--- src/logic/pps_pkg.sv ---
// Constants, types and carriers of the programming port response framer and serial front end
package pps_pkg;
	// Response opcodes and query or error byte values
	localparam logic [3:0]  RSP_PASS         = 4'h1;
	localparam logic [3:0]  RSP_FAIL         = 4'h2;
	localparam logic [3:0]  RSP_UNKNOWN      = 4'h3;
	localparam logic [7:0]  QE_NO_ERR        = 8'h00;
	localparam logic [7:0]  QE_VERIFY        = 8'h01;
	localparam logic [7:0]  QE_OTHER         = 8'h02;
	localparam logic [7:0]  QE_BLANK         = 8'hf0;
	localparam logic [7:0]  QE_NOT_BLANK     = 8'h0f;
	localparam logic [15:0] HDR_WORDS        = 16'h0002;
	// Command opcodes and the set of opcodes the agent recognises
	localparam logic [3:0]  CMD_DATA_READ    = 4'h1;
	localparam logic [3:0]  CMD_PROG_READ    = 4'h2;
	localparam logic [3:0]  CMD_DATA_WRITE   = 4'h4;
	localparam logic [3:0]  CMD_PROG_WRITE   = 4'h5;
	localparam logic [3:0]  CMD_CONFIG_WRITE = 4'h6;
	localparam logic [3:0]  CMD_BLANK_QUERY  = 4'ha;
	localparam logic [3:0]  CMD_VER_QUERY    = 4'hb;
	localparam logic [15:0] CMD_KNOWN_MASK   = 16'h0ff6;
	// Identity word addresses
	localparam logic [23:0] ADDR_IDENTITY    = 24'hff0000;
	localparam logic [23:0] ADDR_STEPPING    = 24'hff0002;
	// Serial mode control codes and bit counts
	localparam logic [3:0]  CC_EXEC          = 4'h0;
	localparam logic [3:0]  CC_READBACK      = 4'h1;
	localparam logic [4:0]  CODE_BITS        = 5'h04;
	localparam logic [4:0]  INSTR_BITS       = 5'h18;
	localparam logic [4:0]  RB_PREP_CLKS     = 5'h08;
	localparam logic [4:0]  RB_BITS          = 5'h10;
	localparam logic [23:0] INSTR_NOP        = 24'h000000;

	typedef enum logic [1:0] {OUT_OK = 2'h0, OUT_VERIFY = 2'h1, OUT_OTHER = 2'h2} pps_outcome_t;
	typedef struct packed {logic [3:0] opcode; logic [15:0] count;} pps_cmd_t;
	typedef struct packed {pps_outcome_t outcome; logic blank;} pps_result_t;
	// Header word one: response opcode on top, echoed command, then the query or error byte
	typedef struct packed {
		logic [3:0] op;
		logic [3:0] last_cmd;
		logic [7:0] qe;
	} pps_hdr0_t;
	typedef struct packed {pps_hdr0_t hdr0; logic [15:0] length;} pps_resp_t;
	typedef struct packed {logic [9:0] die; logic [5:0] deriv;} pps_ident_t;
	typedef struct packed {logic [3:0] fab; logic [5:0] major; logic [5:0] minor;} pps_step_t;

	typedef enum logic [2:0] {RS_IDLE = 3'h1, RS_BUSY = 3'h2, RS_SEND = 3'h4} pps_rs_t;
	typedef enum logic [5:0] {
		SER_OFF = 6'h01, SER_CODE = 6'h02, SER_INSTR = 6'h04,
		SER_RB_PREP = 6'h08, SER_RB_OUT = 6'h10, SER_RB_HOLD = 6'h20
	} pps_ser_t;

	typedef struct packed {
		pps_rs_t     rs;
		logic        cmd_ready;
		logic        cmd_start;
		logic [3:0]  last_op;
		logic [15:0] count;
		logic        resp_valid;
		pps_resp_t   resp;
		logic        id_valid;
		logic [15:0] id_data;
		pps_ser_t    ser;
		logic [4:0]  cnt;
		logic [23:0] sh;
		logic        forced;
		logic        mode;
		logic        clk_en;
		logic        idle;
		logic        exec;
		logic [23:0] instr;
		logic        dout;
		logic        doe;
	} pps_state_t;
endpackage : pps_pkg

--- src/logic/pps_pin_sync.sv ---
// Two-flop synchroniser with edge detection for pins entering the ref_clk domain
`timescale 1ns/1ns
module pps_pin_sync #(
	parameter int W = 3
) (
	input  wire logic         ref_clk,
	input  wire logic         srst,
	input  wire logic [W-1:0] d,
	output logic      [W-1:0] q,
	output logic      [W-1:0] rise,
	output logic      [W-1:0] fall
);
	logic [W-1:0] s1_r;
	logic [W-1:0] s2_r;
	logic [W-1:0] s3_r;

	// Only s2 reads s1; edges come from the settled pair s2/s3
	always_ff @(posedge ref_clk) begin
		if (srst) begin
			s1_r <= '0;
			s2_r <= '0;
			s3_r <= '0;
		end else begin
			s1_r <= d;
			s2_r <= s1_r;
			s3_r <= s2_r;
		end
	end

	assign q    = s2_r;
	assign rise = s2_r & ~s3_r;
	assign fall = ~s2_r & s3_r;
endmodule : pps_pin_sync

--- src/logic/pps_prog_port.sv ---
// Programming agent response sequencer, identity words and serial mode front end
`timescale 1ns/1ns
module pps_prog_port
	import pps_pkg::*;
#(
	parameter logic [7:0] EXEC_VERSION = 8'h10,   // Version.revision of the agent
	parameter logic [9:0] DIE_CODE     = 10'h2a5, // Arbitrary value
	parameter logic [5:0] DERIV_CODE   = 6'h15,   // Arbitrary value
	parameter logic [3:0] FAB_CODE     = 4'h3,    // Arbitrary value
	parameter logic [5:0] MAJOR_STEP   = 6'h01,   // Arbitrary value
	parameter logic [5:0] MINOR_STEP   = 6'h00    // Arbitrary value
) (
	input  wire logic        ref_clk,
	input  wire logic        srst,
	input  wire logic        cmd_valid,
	input  pps_cmd_t         cmd,
	output logic             cmd_ready,
	output logic             cmd_start,
	input  wire logic        exe_done,
	input  pps_result_t      exe_result,
	output logic             resp_valid,
	output pps_resp_t        resp,
	input  wire logic        resp_ready,
	input  wire logic        id_rd_en,
	input  wire logic [23:0] id_rd_addr,
	output logic             id_rd_valid,
	output logic      [15:0] id_rd_data,
	input  wire logic        prog_clock_pin,
	input  wire logic        prog_data_in,
	output logic             prog_data_out,
	output logic             prog_data_oe,
	input  wire logic        hv_reset_pin,
	input  wire logic [15:0] readout_holding_reg,
	output logic             direct_serial_mode,
	output logic             cpu_clk_en,
	output logic             cpu_idle,
	output logic             cpu_exec,
	output logic      [23:0] cpu_instr
);
	pps_state_t  st_r;
	pps_state_t  st_nxt;
	pps_resp_t   fmt_resp;
	pps_ident_t  ident;
	pps_step_t   step;
	logic [2:0]  pin_q;
	logic [2:0]  pin_rise;
	logic [2:0]  pin_fall;
	logic [3:0]  fmt_op;
	logic [15:0] fmt_count;
	logic        fmt_unknown;
	logic        pclk_rise;
	logic        pclk_fall;
	logic        pdat_q;
	logic        hv_q;
	logic [3:0]  code;

	// New serial bit enters at the top so the first (LSB) bit ends lowest
	function automatic logic [23:0] shift_in(input logic [23:0] sh, input logic b);
		return {b, sh[23:1]};
	endfunction : shift_in

	function automatic logic cmd_known(input logic [3:0] op);
		return CMD_KNOWN_MASK[op];
	endfunction : cmd_known

	// Fixed identity contents, never gated by code protection
	assign ident = '{die: DIE_CODE, deriv: DERIV_CODE};
	assign step  = '{fab: FAB_CODE, major: MAJOR_STEP, minor: MINOR_STEP};

	// Pins from the programmer are asynchronous to ref_clk
	pps_pin_sync #(
		.W (3)
	) u_sync (
		.ref_clk (ref_clk),
		.srst    (srst),
		.d       ({hv_reset_pin, prog_data_in, prog_clock_pin}),
		.q       (pin_q),
		.rise    (pin_rise),
		.fall    (pin_fall)
	);

	assign pclk_rise = pin_rise[0];
	assign pclk_fall = pin_fall[0];
	assign pdat_q    = pin_q[1];
	assign hv_q      = pin_q[2];

	// Formatter sees the live command when idle, the held one while busy
	assign fmt_op      = (st_r.rs == RS_IDLE) ? cmd.opcode : st_r.last_op;
	assign fmt_count   = (st_r.rs == RS_IDLE) ? cmd.count : st_r.count;
	assign fmt_unknown = (st_r.rs == RS_IDLE) && !cmd_known(cmd.opcode);

	pps_resp_fmt u_fmt (
		.op      (fmt_op),
		.count   (fmt_count),
		.unknown (fmt_unknown),
		.result  (exe_result),
		.version (EXEC_VERSION),
		.resp    (fmt_resp)
	);

	// Response sequencer, identity reads and serial front end next state
	always_comb begin
		st_nxt           = st_r;
		st_nxt.cmd_start = 1'b0;
		st_nxt.id_valid  = 1'b0;
		st_nxt.clk_en    = 1'b0;
		st_nxt.exec      = 1'b0;
		code             = CC_EXEC;

		// One command in flight; the ready drop holds off the next one
		unique case (st_r.rs)
			RS_IDLE: begin
				if (cmd_valid) begin
					st_nxt.last_op   = cmd.opcode;
					st_nxt.count     = cmd.count;
					st_nxt.cmd_ready = 1'b0;
					if (cmd_known(cmd.opcode)) begin
						st_nxt.cmd_start = 1'b1;
						st_nxt.rs        = RS_BUSY;
					end else begin
						st_nxt.resp       = fmt_resp;
						st_nxt.resp_valid = 1'b1;
						st_nxt.rs         = RS_SEND;
					end
				end
			end
			RS_BUSY: begin
				if (exe_done) begin
					st_nxt.resp       = fmt_resp;
					st_nxt.resp_valid = 1'b1;
					st_nxt.rs         = RS_SEND;
				end
			end
			RS_SEND: begin
				if (resp_ready) begin
					st_nxt.resp_valid = 1'b0;
					st_nxt.cmd_ready  = 1'b1;
					st_nxt.rs         = RS_IDLE;
				end
			end
		endcase

		// Identity words answer one cycle after the request
		if (id_rd_en) begin
			st_nxt.id_valid = 1'b1;
			if (id_rd_addr == ADDR_IDENTITY) begin
				st_nxt.id_data = ident;
			end else if (id_rd_addr == ADDR_STEPPING) begin
				st_nxt.id_data = step;
			end else begin
				st_nxt.id_data = '0;
			end
		end

		// Serial mode lives only while the high-voltage reset is up
		if (!hv_q) begin
			st_nxt.ser   = SER_OFF;
			st_nxt.mode  = 1'b0;
			st_nxt.doe   = 1'b0;
			st_nxt.dout  = 1'b0;
			st_nxt.idle  = 1'b1;
			st_nxt.cnt   = '0;
		end else begin
			st_nxt.mode   = 1'b1;
			st_nxt.clk_en = pclk_rise;
			unique case (st_r.ser)
				SER_OFF: begin
					st_nxt.ser    = SER_CODE;
					st_nxt.forced = 1'b1;
					st_nxt.idle   = 1'b1;
					st_nxt.cnt    = '0;
				end
				SER_CODE: begin
					if (pclk_fall) begin
						st_nxt.sh  = shift_in(st_r.sh, pdat_q);
						st_nxt.cnt = st_r.cnt + 5'h01;
						if (st_r.cnt == CODE_BITS - 5'h01) begin
							st_nxt.cnt    = '0;
							st_nxt.idle   = 1'b1;
							st_nxt.forced = 1'b0;
							code = st_r.forced ? CC_EXEC : st_nxt.sh[23:20];
							if (st_r.forced) begin
								st_nxt.exec  = 1'b1;
								st_nxt.instr = INSTR_NOP;
							end
							if (code == CC_EXEC) begin
								st_nxt.ser = SER_INSTR;
							end else if (code == CC_READBACK) begin
								st_nxt.ser = SER_RB_PREP;
							end else begin
								st_nxt.ser = SER_CODE;
							end
						end
					end
				end
				SER_INSTR: begin
					// CPU stays stalled while the instruction shifts in
					if (pclk_fall) begin
						st_nxt.sh  = shift_in(st_r.sh, pdat_q);
						st_nxt.cnt = st_r.cnt + 5'h01;
						if (st_r.cnt == INSTR_BITS - 5'h01) begin
							st_nxt.cnt   = '0;
							st_nxt.exec  = 1'b1;
							st_nxt.instr = st_nxt.sh;
							st_nxt.idle  = 1'b0;
							st_nxt.ser   = SER_CODE;
						end
					end
				end
				SER_RB_PREP: begin
					if (pclk_fall) begin
						st_nxt.cnt = st_r.cnt + 5'h01;
						if (st_r.cnt == RB_PREP_CLKS - 5'h01) begin
							st_nxt.cnt = '0;
							st_nxt.sh  = {8'h00, readout_holding_reg};
							st_nxt.ser = SER_RB_OUT;
						end
					end
				end
				SER_RB_OUT: begin
					// Drive on rise, LSB first; the programmer samples on fall
					if (pclk_rise) begin
						st_nxt.doe  = 1'b1;
						st_nxt.dout = st_r.sh[0];
						st_nxt.sh   = st_r.sh >> 1;
						st_nxt.cnt  = st_r.cnt + 5'h01;
					end else if (pclk_fall && st_r.cnt == RB_BITS) begin
						st_nxt.cnt = '0;
						st_nxt.ser = SER_RB_HOLD;
					end
				end
				SER_RB_HOLD: begin
					// Last bit stays on the pin until the following rise
					if (pclk_rise) begin
						st_nxt.doe = 1'b0;
						st_nxt.ser = SER_CODE;
					end
				end
				default: begin
					st_nxt.ser = SER_OFF;
				end
			endcase
		end
	end

	// Single state register for the whole block
	always_ff @(posedge ref_clk) begin
		if (srst) begin
			st_r           <= '0;
			st_r.rs        <= RS_IDLE;
			st_r.ser       <= SER_OFF;
			st_r.cmd_ready <= 1'b1;
			st_r.idle      <= 1'b1;
		end else begin
			st_r <= st_nxt;
		end
	end

	assign cmd_ready          = st_r.cmd_ready;
	assign cmd_start          = st_r.cmd_start;
	assign resp_valid         = st_r.resp_valid;
	assign resp               = st_r.resp;
	assign id_rd_valid        = st_r.id_valid;
	assign id_rd_data         = st_r.id_data;
	assign prog_data_out      = st_r.dout;
	assign prog_data_oe       = st_r.doe;
	assign direct_serial_mode = st_r.mode;
	assign cpu_clk_en         = st_r.clk_en;
	assign cpu_idle           = st_r.idle;
	assign cpu_exec           = st_r.exec;
	assign cpu_instr          = st_r.instr;
endmodule : pps_prog_port

--- src/logic/pps_resp_fmt.sv ---
// Builds the two response header words from command, outcome and query data
`timescale 1ns/1ns
module pps_resp_fmt
	import pps_pkg::*;
(
	input  wire logic [3:0]  op,
	input  wire logic [15:0] count,
	input  wire logic        unknown,
	input  pps_result_t      result,
	input  wire logic [7:0]  version,
	output pps_resp_t        resp
);
	// Program reads pack two 24-bit words into three 16-bit words
	function automatic logic [15:0] prog_len(input logic [15:0] n);
		logic [17:0] halves;
		halves = ({2'b00, n} + 18'h00001) >> 1;
		return 16'((halves * 18'h00003) + 18'h00002);
	endfunction : prog_len

	always_comb begin
		resp.hdr0.last_cmd = op;
		resp.length        = HDR_WORDS;
		if (unknown) begin
			resp.hdr0.op = RSP_UNKNOWN;
			resp.hdr0.qe = QE_OTHER;
		end else if (op == CMD_BLANK_QUERY) begin
			resp.hdr0.op = RSP_PASS;
			resp.hdr0.qe = result.blank ? QE_BLANK : QE_NOT_BLANK;
		end else if (op == CMD_VER_QUERY) begin
			resp.hdr0.op = RSP_PASS;
			resp.hdr0.qe = version;
		end else if (result.outcome == OUT_OK) begin
			resp.hdr0.op = RSP_PASS;
			resp.hdr0.qe = QE_NO_ERR;
			if (op == CMD_DATA_READ) begin
				resp.length = count + HDR_WORDS;
			end else if (op == CMD_PROG_READ) begin
				resp.length = prog_len(count);
			end
		end else begin
			resp.hdr0.op = RSP_FAIL;
			// Verify failure only applies to the three write commands
			if (result.outcome == OUT_VERIFY && (op == CMD_DATA_WRITE ||
				op == CMD_PROG_WRITE || op == CMD_CONFIG_WRITE)) begin
				resp.hdr0.qe = QE_VERIFY;
			end else begin
				resp.hdr0.qe = QE_OTHER;
			end
		end
	end
endmodule : pps_resp_fmt
--- config.mk ---
export PLATFORM = sky130hd
export DESIGN_NAME = pps_prog_port
export DESIGN_NICKNAME = d
export VERILOG_FILES = /design/src/logic/pps_pkg.sv /design/src/logic/pps_pin_sync.sv /design/src/logic/pps_prog_port.sv /design/src/logic/pps_resp_fmt.sv
export SDC_FILE = /design/constraint.sdc
export NUM_CORES = 1
export LEC_CHECK = 0
export ABC_AREA = 0
export BUFFER_PORTS_ARGS = -buffer_cell sky130_fd_sc_hd__clkbuf_2
export CORE_MARGIN = 4
export CORE_UTILIZATION = 60
export DETAILED_ROUTE_END_ITERATION = 12
export GPL_TIMING_DRIVEN = 0
export HOLD_SLACK_MARGIN = 0.06
export PLACE_DENSITY = 0.86
export SKIP_CTS_REPAIR_TIMING = 1
export SYNTH_ARGS = -nofsm -noshare
export SYNTH_HDL_FRONTEND = slang
export SYNTH_SLANG_ARGS = --single-unit
--- constraint.sdc ---
create_clock -name ref_clk -period 8.75 [get_ports ref_clk]
set_input_delay 0.4375 -clock ref_clk [delete_from_list [all_inputs] [get_ports ref_clk]]
set_output_delay 0.4375 -clock ref_clk [all_outputs]
set_load 0.01 [all_outputs]
## Word level (Yosys, flattened, before mapping)

Memories as Yosys holds them, arrays and structs flattened.
Index checks and enable logic that the tools add are counted.

| storage, ports and cells | value |
|---|---|
| bits in registers | 148 |
| bits in latches | 0 |
| memory bits (writable) | 0 |
| bits in read-only memories | 16 |
| bits of input ports | 72 |
| output and inout port bits | 82 |
| word-level logic and storage cells | 175 |
| memories | 1 |

Memory list:

| memory | words | bits a word | read ports | clocked after memory_dff | wr ports | line | source |
|---|---|---|---|---|---|---|---|
| (name not given) | 16 | 1 | 1 | 0 | 0 | pps_prog_port.sv:63 | `return CMD_KNOWN_MASK[op];` |

| cells by class | value |
|---|---|
| $add $sub $neg | 4 |
| multiply operators | 1 |
| div/mod/pow operators | 0 |
| magnitude comparators | 1 |
| eq/ne operators | 40 |
| shift-type cells | 0 |
| muxes and demuxes | 64 |
| bitwise gates (word level) | 7 |
| reduce and logical (&&, ||, !) cells | 31 |

Operators with widths:

| cell | count |
|---|---|
| 16-bit 2-to-1 mux | 8 |
| 35-bit 2-to-1 mux | 3 |
| 26-bit 2-to-1 mux | 4 |
| 24-bit one-hot mux with 4 select lines | 1 |
| 33-bit 2-to-1 mux | 2 |
| 32-bit one-hot mux with 2 select lines | 1 |
| 58-bit 2-to-1 mux | 1 |
| 25-bit one-hot mux with 2 select lines | 1 |
| 24-bit equality test, second input constant | 2 |
| 36-bit 2-to-1 mux | 1 |
| 6-bit one-hot mux with 6 select lines | 1 |
| 11-bit 2-to-1 mux | 3 |
| 16-bit by 2-bit adder with 16-bit output, second input constant | 2 |
| 8-bit 2-to-1 mux | 4 |
| 2-bit != test, second input constant | 15 |
| 4-bit 2-to-1 mux | 7 |
| 25-bit 2-to-1 mux | 1 |
| 5-bit one-hot mux with 5 select lines | 1 |
| 24-bit 2-to-1 mux | 1 |
| 6-bit 2-to-1 mux | 3 |
| 16-bit by 1-bit adder with 17-bit output, second input constant | 1 |
| 17-bit by 2-bit multiplier with 16-bit output, second input constant | 1 |
| 17-bit 2-to-1 mux | 1 |
| 14-bit 2-to-1 mux | 1 |
| other kinds (46) | 82 |

## Longest topological paths before layout

| depth | value |
|---|---|
| depth in word-level cells | 14 |
| gate-level depth with buffers | 23 |
| mapped depth without buffers | 20 |

## Hierarchy

A second synthesis with hierarchy kept.

| second synthesis, totals | value |
|---|---|
| cells, all modules | 1,085 |
| area, all modules | 8,757.1 um2 |

By module, submodules not included:

| module | times used | cells each | area an instance (um2) |
|---|---|---|---|
| pps_prog_port | 1 | 788 | 6,613.8 |
| pps_resp_fmt | 1 | 273 | 1,869.3 |
| pps_pin_sync | 1 | 24 | 274.0 |

## Worst setup path before layout

Ideal clock, no wire load.

| timing | value |
|---|---|
| kind | register -> register |
| start point | reg st_r[139] in the netlist's numbering |
| end point | reg st_r, in the netlist resp[15] |
| data arrival time | 4.074 ns |
| setup slack | 4.550 ns |
| cell stages (with the launch flop) | 23 |
| buffers on the path | 3 |
| cell sequence | dfxtp_1 -> buf_6 -> or3b_4 -> buf_6 -> buf_2 -> o21ai_0 -> ha_1 -> nand4_1 -> nor2_1 -> nand2_1 -> nand2_1 -> nand2_1 -> xor2_1 -> mux2i_1 -> ha_1 -> ha_1 -> nor2_1 -> nand2_1 -> o221a_2 -> a41o_1 -> o41ai_1 -> xnor2_1 -> o21ai_0 |

| on the way | value |
|---|---|
| cells in the longest elaborated chain, start to end | 14 |
| elaborated cells on any way between the ends | 28 |

RTL lines:

| item | line | source |
|---|---|---|
| start: declaration | pps_prog_port.sv:40 | `pps_state_t st_r;` |
| start signal: assignment | pps_prog_port.sv:255 | `st_r <= st_nxt;` |
| 3-bit by 1-bit equality test with 1-bit output | - |  |
| 16-bit 2-to-1 mux | pps_prog_port.sv:89 | `assign fmt_count = (st_r.rs == RS_IDLE) ? cmd.count : st_r.count;` |
| 16-bit by 1-bit adder with 17-bit output | pps_resp_fmt.sv:16 | `halves = ({2'b00, n} + 18'h00001) >> 1;` |
| 17-bit by 2-bit multiplier with 16-bit output | pps_resp_fmt.sv:17 | `return 16'((halves * 18'h00003) + 18'h00002);` |
| 16-bit by 2-bit adder with 16-bit output | pps_resp_fmt.sv:17 |  |
| 16-bit 2-to-1 mux | pps_resp_fmt.sv:37 | `end else if (op == CMD_PROG_READ) begin` |
| 16-bit 2-to-1 mux | pps_resp_fmt.sv:35 | `if (op == CMD_DATA_READ) begin` |
| 16-bit 2-to-1 mux | pps_resp_fmt.sv:32 | `end else if (result.outcome == OUT_OK) begin` |
| 16-bit 2-to-1 mux | pps_resp_fmt.sv:29 | `end else if (op == CMD_VER_QUERY) begin` |
| 16-bit 2-to-1 mux | pps_resp_fmt.sv:26 | `end else if (op == CMD_BLANK_QUERY) begin` |
| 16-bit 2-to-1 mux | pps_resp_fmt.sv:23 | `if (unknown) begin` |
| 33-bit 2-to-1 mux | pps_prog_port.sv:117 | `if (cmd_known(cmd.opcode)) begin` |
| 58-bit 2-to-1 mux | pps_prog_port.sv:113 | `if (cmd_valid) begin` |
| 32-bit one-hot mux with 2 select lines | pps_prog_port.sv:111 | `unique case (st_r.rs)` |

Parallel ways exist; a longest one is shown, timed or not. The select of a mux whose other input is x is not followed.
A chain may end at the register's enable or synchronous reset.

## Worst setup path in the final report

Ends and elaborated chain as after synthesis.

==> impl_metrics.csv <==
group,metric,value,unit
synthesis,synthFlopType,"dfxtp_1",
synthesis,syn_inst,976,
global_routing,grt_pass1_vias,7276,
worst_setup_path,end_kind,"flip-flop",
final_layout,final_core_util,73.67,%
clock_tree,cts_tree,"built",
power_and_ir_drop,p_seq_share,36.8,%
die,die_y,121.4,um
placement,dp_hpwl,15540,um
flow_run,drv_cap,0,
power_and_ir_drop,power.share.switching,29.76,%
timing,worst_pin_slew,0.7910,ns
global_routing,overflow,0,
die,fp.dieW,121.4,um
outcome,outcome,"complete, no violations",
timing,tns,0,ns
timing,max_freq,201.0,MHz
power_and_ir_drop,pwr-share-clk,43.5,%
routing,routed_via_density,5.818,
hold_path,min_path_type,"input port to flip-flop",
routing,drt_first_pass_iters,6,
timing,hold_viol,0,
clock_tree,clock_path_buffers,2,
final_layout,area_growth,20.48,%
synthesis,synth-seq-area-share,33.73,%
routing,vias,7749,
routing,drc_errors,0,
worst_setup_path,r2r_cells,22,
power_and_ir_drop,p_comb_share,19.7,%
timing,slew_viol_final,0,
power_and_ir_drop,power_density,182.0,mW/mm2
worst_setup_path,worstSetupStartpointType,"flip-flop",
synthesis,synth_top_area_cell,"dfxtp_1",
synthesis,post_synth.cell_area_avg,7.906,um2
timing,timing.hold.ws,0.2318,ns
power_and_ir_drop,peakVddDrop,0.1268,mV
hold_path,holdPathStages,2,
timing,fin_crit,4.976,ns
synthesis,syn-cell-area,0.007716,mm2
final_layout,fill_cells,958,
routing,wl,21130,um
timing,setup_viol,0,
clock_tree,clkTransAtPathRegs,0.06,ns
worst_setup_path,worstPathMaxFanout,10,
synthesis,synth-seq-cells,130,
power_and_ir_drop,switching_power,503.7,uW
worst_setup_path,rr_endpoint,"resp[15]",
synthesis,synth_async_sr_flop_share,0,%
placement,gp_congestion,0.9476,
routing,ant_nets,0,
synthesis,yosys_warnings,0,
placement,dp.cells,1300,
clock_tree,clk_latency,0.42,ns
power_and_ir_drop,p_leak,0.003916,uW
final_layout,drive_above_1_share,23.97,%
worst_setup_path,reg2reg_from,"st_r[139]",
die,initial_core_util,61.14,%
synthesis,synthDistinctLibCells,73,
clock_tree,cts.sinks,130,
worst_setup_path,path_class,"flip-flop to flip-flop",
routing,drt-initial-drc-count,882,
synthesis,synthDominantCellAreaShare,33.73,%
die,coreArea,0.01262,mm2
timing,period_share,56.87,%
final_layout,stdcell_count,1332,
global_routing,grt_pass1_wl,34150,um
synthesis,yosys-top-cells-area,"dfxtp_1 (34%), buf_4 (7.1%), nand2_1 (6.2%)",
worst_setup_path,required,9.05,ns
routing,post_drt_wl_per_cell,15.87,um
hold_path,min_to,"u_sync.s1_r[0]",
final_layout,n_antenna_cell,0,
global_routing,grt_max_degree,17,
global_routing,antenna_found_initial,0,
final_layout,nets,1245,
placement,io_buffers,144,
worst_setup_path,r2r_slack,3.77,ns
synthesis,synth_edf_count,0,
timing,finClkSkew,0.008326,ns
worst_setup_path,worst-endpoint-arrival,5.28,ns
placement,place_area,0.008682,mm2
die,ioPinCount,154,
clock_tree,numCtsBuffers,17,
global_routing,grt_use_total,28.74,%
power_and_ir_drop,p_int,1189,uW
die,die_area,0.01474,mm2
clock_tree,clockRootBuffer,"clkbuf_16",
final_layout,stdcell_area,0.009296,mm2
die,rows,41,
synthesis,synth.most_common_cell,"dfxtp_1",
hold_path,min_from,"prog_clock_pin",
clock_tree,htreeDepth,4,
timing,rsz0062_at_grt,"no",
timing,slew_headroom,46.83,%
synthesis,synth_commonest_cells,"dfxtp_1 (130), nand2_1 (128), nor2_1 (90)",
## cell type report
cell class                 instances  area [um2]  area share [%]
buffer                           119       745.7           8.022
clock buffer                      19       452.9           4.872
clock inverter                    13       161.4           1.736
inverter                          25       93.84           1.009
tap                              172       215.2           2.315
sequential                       130        2603           27.99
multi-input combinational        710        4304           46.30
timing repair buffer             144       720.7           7.752
## state kept, by name (all words and copies together), names as in the netlist, 3 cells and up
register and count:
cpu_instr 24, id_rd_data 3, resp 27, st_r 59, u_sync.q 3, u_sync.s1_r 3
## per-layer routing
layer | up-vias | part of all wire [%] | GRT usage, % | wire length (um)
met5 | - | 0 | 0 | 0
met4 | 0 | 2.9 | 10.57 | 621
met3 | 71 | 8.3 | 7.413 | 1751
met2 | 375 | 49 | 49.02 | 10420
met1 | 3586 | 39 | 34.85 | 8340
li1 | 3717 | - | - | -
## cells in the final DEF, fill, tap and decap left out, drive strengths merged, types with 14 or more instances in the layout
cell    count
xor2       21
xnor2      20
inv        33
nand2b     14
nand2     129
nand3      56
dfxtp     130
a211oi     29
o21ai      22
nor2       90
buf        83
mux2i      26
nand4      16
a22oi      28
nor3       19
clkbuf    199
a21oi      89
nor2b      21
ha         25
## kinds of logic after synthesis
| group | share of synthesized area [%] |
|---|---|
| other | 0.04860 |
| xor gates and xnor gates | 4.751 |
| buffers and inverters | 10.88 |
| and+or+nand+nor | 24.79 |
| AOI/OAI and AO/OA | 17.77 |
| DFF | 33.73 |
| muxes | 3.713 |
| adders and majority gates | 4.313 |
## power groups by stage
stage          combinational (uW)  sequential (uW)  clock, uW
2_1_floorplan                 239              632          0
3_3_place_gp                  315              634          0
3_5_place_dp                  322              634          0
4_1_cts                       327              622        736
5_1_grt                       366              624        768
6_report                      333              622        737
## through the flow
stage	setup WS [ns]	power (uW)
6_report	3.774	1692
5_1_grt	3.448	1758
3_3_place_gp	3.972	949.0
4_1_cts	3.829	1686
3_5_place_dp	3.918	956.3
2_1_floorplan	4.550	870.0
## worst max-delay path by stage
stage,slack [ns],startpoint,cells past startpoint,end
floorplan,4.55,st_r[139],22,resp[15]
global placement,3.97,st_r[139],22,resp[15]
detailed placement,3.92,st_r[139],22,resp[15]
CTS,3.83,st_r[139],22,resp[15]
global route,3.45,st_r[139],19,resp[15]
finish,3.77,st_r[139],22,resp[15]
## worst max-delay path: stages (launching register included)
cell and delay, ns:
dfxtp_1 0.34, buf_6 0.15, or3b_4 0.40, buf_6 0.17, buf_2 0.20, o21ai_0 0.38, ha_1 0.38, nand4_1 0.15
nor2_1 0.15, nand2_1 0.07, nand2_1 0.15, nand2_1 0.09, xor2_1 0.15, mux2i_1 0.25, ha_1 0.28, ha_1 0.26
nor2_1 0.12, nand2_1 0.06, o221a_2 0.25, a41o_1 0.26, o41ai_1 0.35, xnor2_1 0.16, o21ai_0 0.08
Note: power is estimated with default switching activity, not from simulation.
